### src/ppg_pkg.sv
// Shared constants of the test-pattern generator: widths, pattern
// identifiers, polynomial tap masks, fixed frames and reset values.
// Assumes every file of the generator imports it whole.
package ppg_pkg;

   // ------------------------------------------------------------------
   // Widths
   // ------------------------------------------------------------------
   localparam int PPG_ID_W     = 4;
   localparam int PPG_FRAME_W  = 20;
   localparam int PPG_WORD_W   = 10;
   localparam int PPG_NUM_PRBS = 10;
   localparam int PPG_MAX_ORD  = 32;
   localparam int PPG_SYNC_N   = 2;

   // ------------------------------------------------------------------
   // Pattern identifiers
   // ------------------------------------------------------------------
   localparam logic [PPG_ID_W-1:0] PPG_ID_CLK2   = 4'h0;
   localparam logic [PPG_ID_W-1:0] PPG_ID_CLK10  = 4'h1;
   localparam logic [PPG_ID_W-1:0] PPG_ID_CLK20  = 4'h2;
   localparam logic [PPG_ID_W-1:0] PPG_ID_PRBS7  = 4'h3;
   localparam logic [PPG_ID_W-1:0] PPG_ID_PRBS32 = 4'hc;
   localparam logic [PPG_ID_W-1:0] PPG_ID_USER   = 4'hd;
   localparam logic [PPG_ID_W-1:0] PPG_ID_RSV14  = 4'he;
   localparam logic [PPG_ID_W-1:0] PPG_ID_RSV15  = 4'hf;

   // ------------------------------------------------------------------
   // Polynomials, index 0 is identifier 3, index 9 is identifier 12.
   // Mask bit k-1 set means term x^k feeds back.
   // ------------------------------------------------------------------
   localparam int PPG_PRBS_ORDER [PPG_NUM_PRBS] = '{7, 9, 11, 15, 20, 20, 23, 29, 31, 32};
   localparam logic [PPG_MAX_ORD-1:0] PPG_PRBS_TAPS [PPG_NUM_PRBS] = '{
      32'h0000_0060,   // 1+x6+x7
      32'h0000_0110,   // 1+x5+x9
      32'h0000_0500,   // 1+x9+x11
      32'h0000_6000,   // 1+x14+x15
      32'h0008_0004,   // 1+x3+x20
      32'h0009_0000,   // 1+x17+x20
      32'h0042_0000,   // 1+x18+x23
      32'h1400_0000,   // 1+x27+x29
      32'h4800_0000,   // 1+x28+x31
      32'he000_0200    // 1+x10+x30+x31+x32
   };
   localparam logic PPG_PRBS_INV [PPG_NUM_PRBS] = '{1'h0, 1'h0, 1'h0, 1'h1, 1'h0,
                                                    1'h0, 1'h1, 1'h1, 1'h1, 1'h0};

   // ------------------------------------------------------------------
   // Fixed frames, bit 19 is sent first
   // ------------------------------------------------------------------
   localparam logic [PPG_FRAME_W-1:0] PPG_FRAME_CLK2  = 20'haaaaa;
   localparam logic [PPG_FRAME_W-1:0] PPG_FRAME_CLK10 = 20'hf83e0;
   localparam logic [PPG_FRAME_W-1:0] PPG_FRAME_CLK20 = 20'hffc00;
   localparam logic [PPG_FRAME_W-1:0] PPG_FRAME_IDLE  = 20'h00000;
   localparam logic [PPG_FRAME_W-1:0] PPG_FRAME_ONES  = 20'hfffff;

   // ------------------------------------------------------------------
   // Reset values, code bit a at position 9
   // ------------------------------------------------------------------
   localparam logic [PPG_WORD_W-1:0] PPG_K285_POS = 10'h305;
   localparam logic [PPG_WORD_W-1:0] PPG_K285_NEG = 10'h0fa;
   localparam logic [PPG_ID_W-1:0]   PPG_ID_RESET = 4'h0;

endpackage

### src/ppg_prbs.sv
// One pseudo-random sequence engine producing a full frame per clock.
// Assumes a reset already synchronised to clk.
module ppg_prbs
   import ppg_pkg::*;
#(
   parameter int                     ORDER    = 7,
   parameter logic [PPG_MAX_ORD-1:0] TAP_MASK = 32'h0000_0060,
   parameter logic                   INVERT   = 1'h0,
   parameter int                     FRAME_W  = 20
) (
   // Clock and reset
   input  wire logic               clk,
   input  wire logic               rst_sync_n,
   // Control
   input  wire logic               restart,
   // Frame out
   output logic      [FRAME_W-1:0] frame_q
);

   localparam logic [ORDER-1:0] SEED = {ORDER{1'b1}};
   localparam logic [ORDER-1:0] MASK = TAP_MASK[ORDER-1:0];

   logic [ORDER-1:0]   state_q;
   logic [ORDER-1:0]   state_d;
   logic [FRAME_W-1:0] frame_d;

   // ------------------------------------------------------------------
   // Twenty serial steps unrolled, first bit into the top of the frame
   // ------------------------------------------------------------------
   always_comb begin
      logic [ORDER-1:0] st;
      logic             fb;
      st      = state_q;
      fb      = 1'b0;
      frame_d = '0;
      for (int k = 0; k < FRAME_W; k++) begin
         fb                   = ^(st & MASK);
         frame_d[FRAME_W-1-k] = fb ^ INVERT;
         st                   = {st[ORDER-2:0], fb};
      end
      state_d = st;
   end

   always_ff @(posedge clk or negedge rst_sync_n) begin
      if (!rst_sync_n) begin
         state_q <= SEED;
         frame_q <= '0;
      end else begin
         state_q <= restart ? SEED : state_d;
         frame_q <= frame_d;
      end
   end

endmodule

### src/ppg_clkpat.sv
// Clock-like and user-word frames, registered.
// Assumes a reset already synchronised to clk.
module ppg_clkpat
   import ppg_pkg::*;
(
   // Clock and reset
   input  wire logic                   clk,
   input  wire logic                   rst_sync_n,
   // Selection and user words
   input  wire logic [PPG_ID_W-1:0]    pattern_select,
   input  wire logic [PPG_WORD_W-1:0]  user_word_first,
   input  wire logic [PPG_WORD_W-1:0]  user_word_second,
   // Frame out
   output logic      [PPG_FRAME_W-1:0] frame_q
);

   logic [PPG_FRAME_W-1:0] frame_d;

   always_comb begin
      case (pattern_select)
         PPG_ID_CLK2:  frame_d = PPG_FRAME_CLK2;
         PPG_ID_CLK10: frame_d = PPG_FRAME_CLK10;
         PPG_ID_CLK20: frame_d = PPG_FRAME_CLK20;
         PPG_ID_USER:  frame_d = {user_word_first, user_word_second};
         default:      frame_d = PPG_FRAME_IDLE;
      endcase
   end

   always_ff @(posedge clk or negedge rst_sync_n) begin
      if (!rst_sync_n) begin
         frame_q <= '0;
      end else begin
         frame_q <= frame_d;
      end
   end

endmodule

### src/ppg_top.sv
// Top of the test-pattern generator: selection, user words, error
// insertion and the outgoing frame for the transmitters.
// Assumes clk is the transceiver parallel user clock; switches are
// asynchronous pins, menu signals come from logic on clk.

module ppg_top
   import ppg_pkg::*;
(
   // Clock and reset
   input  wire logic                   clk,
   input  wire logic                   rst_n,
   // Pattern selection
   input  wire logic [PPG_ID_W-1:0]    switch_select,
   input  wire logic [PPG_ID_W-1:0]    menu_select,
   input  wire logic                   menu_source,
   // User words
   input  wire logic                   user_word_load,
   input  wire logic [PPG_WORD_W-1:0]  user_word_first_in,
   input  wire logic [PPG_WORD_W-1:0]  user_word_second_in,
   // Error insertion
   input  wire logic                   error_insert,
   // Frame and status out
   output logic      [PPG_FRAME_W-1:0] tx_frame_q,
   output logic      [PPG_ID_W-1:0]    active_select_q,
   output logic                        reserved_select_q
);

   // ------------------------------------------------------------------
   // Decoding helpers
   // ------------------------------------------------------------------
   function automatic logic ppg_is_prbs(input logic [PPG_ID_W-1:0] id);
      ppg_is_prbs = (id >= PPG_ID_PRBS7) && (id <= PPG_ID_PRBS32);
   endfunction

   function automatic logic ppg_is_reserved(input logic [PPG_ID_W-1:0] id);
      ppg_is_reserved = (id == PPG_ID_RSV14) || (id == PPG_ID_RSV15);
   endfunction

   // ------------------------------------------------------------------
   // Reset release
   // ------------------------------------------------------------------
   logic rst_meta_q;
   logic rst_sync_n;

   always_ff @(posedge clk or negedge rst_n) begin
      if (!rst_n) begin
         rst_meta_q <= 1'b0;
         rst_sync_n <= 1'b0;
      end else begin
         rst_meta_q <= 1'b1;
         rst_sync_n <= rst_meta_q;
      end
   end

   // ------------------------------------------------------------------
   // Switch synchroniser
   // ------------------------------------------------------------------
   logic [PPG_ID_W-1:0] sw_meta_q;
   logic [PPG_ID_W-1:0] sw_sync_q;

   always_ff @(posedge clk or negedge rst_sync_n) begin
      if (!rst_sync_n) begin
         sw_meta_q <= PPG_ID_RESET;
         sw_sync_q <= PPG_ID_RESET;
      end else begin
         sw_meta_q <= switch_select;
         sw_sync_q <= sw_meta_q;
      end
   end

   // ------------------------------------------------------------------
   // Active selection
   // ------------------------------------------------------------------
   logic [PPG_ID_W-1:0] select_d;
   logic                select_change;
   logic [PPG_ID_W-1:0] prbs_sel_q;

   assign select_d      = menu_source ? menu_select : sw_sync_q;
   assign select_change = (select_d != active_select_q);

   always_ff @(posedge clk or negedge rst_sync_n) begin
      if (!rst_sync_n) begin
         active_select_q   <= PPG_ID_RESET;
         reserved_select_q <= 1'b0;
         prbs_sel_q        <= PPG_ID_RESET;
      end else begin
         active_select_q   <= select_d;
         reserved_select_q <= ppg_is_reserved(select_d);
         prbs_sel_q        <= active_select_q;
      end
   end

   // ------------------------------------------------------------------
   // User words
   // ------------------------------------------------------------------
   logic [PPG_WORD_W-1:0] user_first_q;
   logic [PPG_WORD_W-1:0] user_second_q;

   always_ff @(posedge clk or negedge rst_sync_n) begin
      if (!rst_sync_n) begin
         user_first_q  <= PPG_K285_POS;
         user_second_q <= PPG_K285_NEG;
      end else if (user_word_load) begin
         user_first_q  <= user_word_first_in;
         user_second_q <= user_word_second_in;
      end
   end

   // ------------------------------------------------------------------
   // Sequence engines, reseeded when a new pattern is chosen
   // ------------------------------------------------------------------
   logic [PPG_FRAME_W-1:0] prbs_frame [PPG_NUM_PRBS];
   logic                   restart_q;

   always_ff @(posedge clk or negedge rst_sync_n) begin
      if (!rst_sync_n) begin
         restart_q <= 1'b0;
      end else begin
         restart_q <= select_change;
      end
   end

   // Identifier 8 runs unmodified, its zero runs are not clipped
   for (genvar g = 0; g < PPG_NUM_PRBS; g++) begin : g_prbs
      ppg_prbs #(
         .ORDER    (PPG_PRBS_ORDER[g]),
         .TAP_MASK (PPG_PRBS_TAPS[g]),
         .INVERT   (PPG_PRBS_INV[g]),
         .FRAME_W  (PPG_FRAME_W)
      ) u_prbs (
         .clk        (clk),
         .rst_sync_n (rst_sync_n),
         .restart    (restart_q),
         .frame_q    (prbs_frame[g])
      );
   end

   // ------------------------------------------------------------------
   // Clock-like and user frames
   // ------------------------------------------------------------------
   logic [PPG_FRAME_W-1:0] fixed_frame;

   ppg_clkpat u_clkpat (
      .clk              (clk),
      .rst_sync_n       (rst_sync_n),
      .pattern_select   (active_select_q),
      .user_word_first  (user_first_q),
      .user_word_second (user_second_q),
      .frame_q          (fixed_frame)
   );

   // ------------------------------------------------------------------
   // Frame selection and error insertion
   // ------------------------------------------------------------------
   logic [PPG_ID_W-1:0]    prbs_index;
   logic [PPG_FRAME_W-1:0] sel_frame;
   logic [PPG_FRAME_W-1:0] err_mask;

   assign prbs_index = prbs_sel_q - PPG_ID_PRBS7;
   assign sel_frame  = ppg_is_prbs(prbs_sel_q) ? prbs_frame[prbs_index] : fixed_frame;
   assign err_mask   = error_insert ? PPG_FRAME_ONES : PPG_FRAME_IDLE;

   always_ff @(posedge clk or negedge rst_sync_n) begin
      if (!rst_sync_n) begin
         tx_frame_q <= '0;
      end else begin
         tx_frame_q <= sel_frame ^ err_mask;
      end
   end

endmodule

### config.mk
export PLATFORM = sky130hd
export DESIGN_NAME = ppg_top
export DESIGN_NICKNAME = d
export VERILOG_FILES = /design/src/ppg_pkg.sv /design/src/ppg_prbs.sv /design/src/ppg_clkpat.sv /design/src/ppg_top.sv
export SDC_FILE = /design/constraint.sdc
export NUM_CORES = 1
export LEC_CHECK = 0
export ABC_AREA = 1
export BUFFER_PORTS_ARGS = -buffer_cell sky130_fd_sc_hd__buf_2
export CORE_ASPECT_RATIO = 1.25
export CORE_UTILIZATION = 50
export CTS_BUF_LIST = sky130_fd_sc_hd__clkbuf_16
export DETAILED_ROUTE_END_ITERATION = 6
export GPL_ROUTABILITY_DRIVEN = 0
export GPL_TIMING_DRIVEN = 0
export PLACE_DENSITY_LB_ADDON = 0.2
export SLEW_MARGIN = 0
export SYNTH_ARGS = -nofsm -noshare
export SYNTH_HDL_FRONTEND = slang
export SYNTH_SLANG_ARGS = --single-unit
### constraint.sdc
create_clock -name clk -period 39.4 [get_ports clk]
set_input_delay 1.97 -clock clk [delete_from_list [all_inputs] [get_ports clk]]
set_output_delay 1.97 -clock clk [all_outputs]
set_load 0.1 [all_outputs]
==> flow_summary.toml <==
[status]
status = "finished with violations"
violations = "design-rule violations"

[critical_path]
r2r_end = "tx_frame_q[5]"
path_cells = "buf_2"
path_depth = 1
crit_path_start_kind = "flop"
worstSetupPathType = "flop to output port"
cpLargestDelayFamily = "buffers and inverters"
r2r-start = "prbs_sel_q[0]"
cp.buffers_inverters = 1
crit_required_ns = 37.43
crit_arrival_ns = 1.47
end_kind = "output port"
setup.worst_path.start = "active_select_q[1]"
r2r_setup_slack_ns = 36.04
max_stage_delay_ns = 0.46
critPathMaxFanout = 6
reg2regPathDepth = 12
slowest_stage = "buf_2"

[logic_synthesis]
syn_area_sq_um = 18700
ys.flop_type = "dfrtp_1"
synth_common_cells = "nand2_1, dfrtp_1, nand3_1, dfstp_2, xnor2_1"
ys_seq_area_share_pct = 65.2
yosysWarnings = 0
synth_nets = 1767
ys_ff_latch = 477
synthTopCellsByArea = "dfrtp_1, dfstp_2, nand2_1"
synth_top_area_cell = "dfrtp_1"
syn-mean-instance-area_sq_um = 10.8
synth_edf_count = 0
synthArstFlopShare_pct = 100
yosys.cell_types.count = 29
synthCells = 1732
synthMostInstantiatedCell = "nand2_1"
synth_top_area_share_pct = 36.1

[die]
die-area_sq_um = 38200
floorplan.initialDensity_pct = 51.1
row_count = 78
die_h_um = 218
core_area_sq_um = 36600
die_x_um = 175
num_io_pins = 58

[power_and_ir_drop]
powerDensity_nw_per_um2 = 58.9
p_leak_nw = 9.73
ir_worst_vdd_mv = 0.0304

[place]
dp_cells = 2274
placed_cell_area_sq_um = 19800
dp_hpwl_mm = 32.7
dp_slack_ns = 36.12
portBuffers = 55

[routing]
wl_mm = 44.2
post_drt_wl_per_cell_um = 18.7
drtIter0Drc = 811
routed.top_layer = "met4"
drtPass1Iterations = 7
wl_met3_mm = 2.30
vias = 12100
antenna_left = 0
wl_met2_mm = 20.9
drt-vias-per-instance = 5.12
met1_length_mm = 18.7
drc = 4

[sta]
layout_setup_ws_ns = 35.96
max_slew_margin_pct = 34.1
post-route-min-period_ns = 3.44
fin_skew_ns = 0.0176
finalSetupTns_ns = 0
fmax_ghz = 0.291
rsz0062_at_grt = "false"
fin_crit_sh_pct = 8.73
final_hold_viol_count = 0
worst_pin_slew_ns = 0.988
setup_viol = 0
drv_slew = 0

[clocking]
clockRootBuffer = "clkbuf_16"
cts_resized = 0
cts_buffers = 47
cts_tree = "done"
clk_latency_ns = 0.56
path_clk_slew_ns = 0.06
clk_path_buf_depth = 3
cts_hold_buf = 0
h-tree-depth = 2
post-cts-setup-buffer-count = 0
cts_sinks = 477

[final_layout]
syn_to_final_growth_pct = 13.8
antenna_cells = 0
final_util_pct = 58.1
fin_area_sq_um = 21300
stdcell_count = 2361
layout.nets = 1878
drive_gt1_share_pct = 23.8
num-fill-cells = 3113

[global_route]
grt_overflow_total = 0
grt_pass1_wl_mm = 69.2
grt_max_degree = 73
antenna_found_initial = 0
grt_usage_pct = 24.2
grt_pass1_vias = 12447

[worst_hold_path]
hold_path_end = "sw_sync_q[1]"
min_path_cells = 0
hp-start = "sw_meta_q[1]"
holdCritPathClass = "flop to flop"

[run]
cap_violations = 0
## placed cells by master, fill, tap and decap left out, types with 7 or more instances in the layout
cell and instances:
clkbuf_1 45, nand2_1 417, buf_2 82, dfrtp_1 269, buf_16 7, o31ai_1 13, mux2i_1 7, a21oi_1 7
dfstp_2 207, xor2_1 66, clkinv_1 9, nor2_1 60, nand2_2 9, inv_1 121, o21ai_0 58, clkinv_2 8
or2_2 65, xnor2_1 139, inv_2 7, clkbuf_16 49, nand3_1 209
## metrics by stage
step                      hold WS, ns  total power, mW
final                           0.349             1.25
after global routing            0.364             1.31
after CTS                       0.351             1.26
after detailed placement        0.337            0.820
after global placement          0.334            0.814
after floorplan                 0.331            0.748
## flip-flops by register name, summed over array words and instances (netlist names)
| name | cells |
|---|---|
| user_second_q | 10 |
| sw_sync_q | 4 |
| reserved_select_q | 1 |
| g_prbs.u_prbs.frame_q | 200 |
| rst_meta_q | 1 |
| u_clkpat.frame_q | 20 |
| restart_q | 1 |
| user_first_q | 10 |
| tx_frame_q | 20 |
| prbs_sel_q | 4 |
| sw_meta_q | 4 |
| g_prbs.u_prbs.state_q | 197 |
| active_select_q | 4 |
| rst_sync_n | 1 |
## cells by family (layout without fill, tap and decap cells)
| group | after synthesis | in the layout | synth area share (%) |
|---|---|---|---|
| AOI/OAI and AO/OA | 82 | 82 | 2.42 |
| xor gates and xnor gates | 207 | 207 | 9.78 |
| adders and majority gates | 2 | 2 | 0.134 |
| buffers and inverters | 186 | 335 | 3.92 |
| DFF | 477 | 477 | 65.2 |
| muxes | 10 | 10 | 0.556 |
| other | 1 | 1 | 0.0201 |
| and+or+nand+nor | 767 | 767 | 17.9 |
## worst max path at each step
stage                          to  slack (ns)
3_3_place_gp     user_second_q[0]       20.88
4_1_cts        active_select_q[1]       35.94
6_report       active_select_q[1]       35.96
2_1_floorplan  active_select_q[0]       25.48
3_5_place_dp        tx_frame_q[5]       36.12
5_1_grt            tx_frame_q[19]       35.86
## power breakdown
group	switching [mW]	total, mW	internal, mW	leakage [nW]
clock	0.183	0.439	0.257	0.804
sequential	0.0301	0.588	0.558	5.26
combinational	0.166	0.226	0.0601	3.66
total	0.379	1.25	0.875	9.73
## per-layer routing
layer	vias up	GRT usage (%)
met2	330	38.9
met4	0	12.5
li1	5656	-
met5	-	0
met1	6003	31.7
met3	111	4.05
## layout make-up
type / count / area [sq um] / area share (%)
clock buffer: 49 / 1230 / 5.76
multi-input combinational: 1069 / 5760 / 27.1
tap: 480 / 601 / 2.82
inverter: 113 / 424 / 1.99
clock inverter: 38 / 289 / 1.36
sequential: 477 / 12200 / 57.3
timing repair buffer: 62 / 468 / 2.20
buffer: 73 / 308 / 1.45
Power figures use the tool's default switching activity.
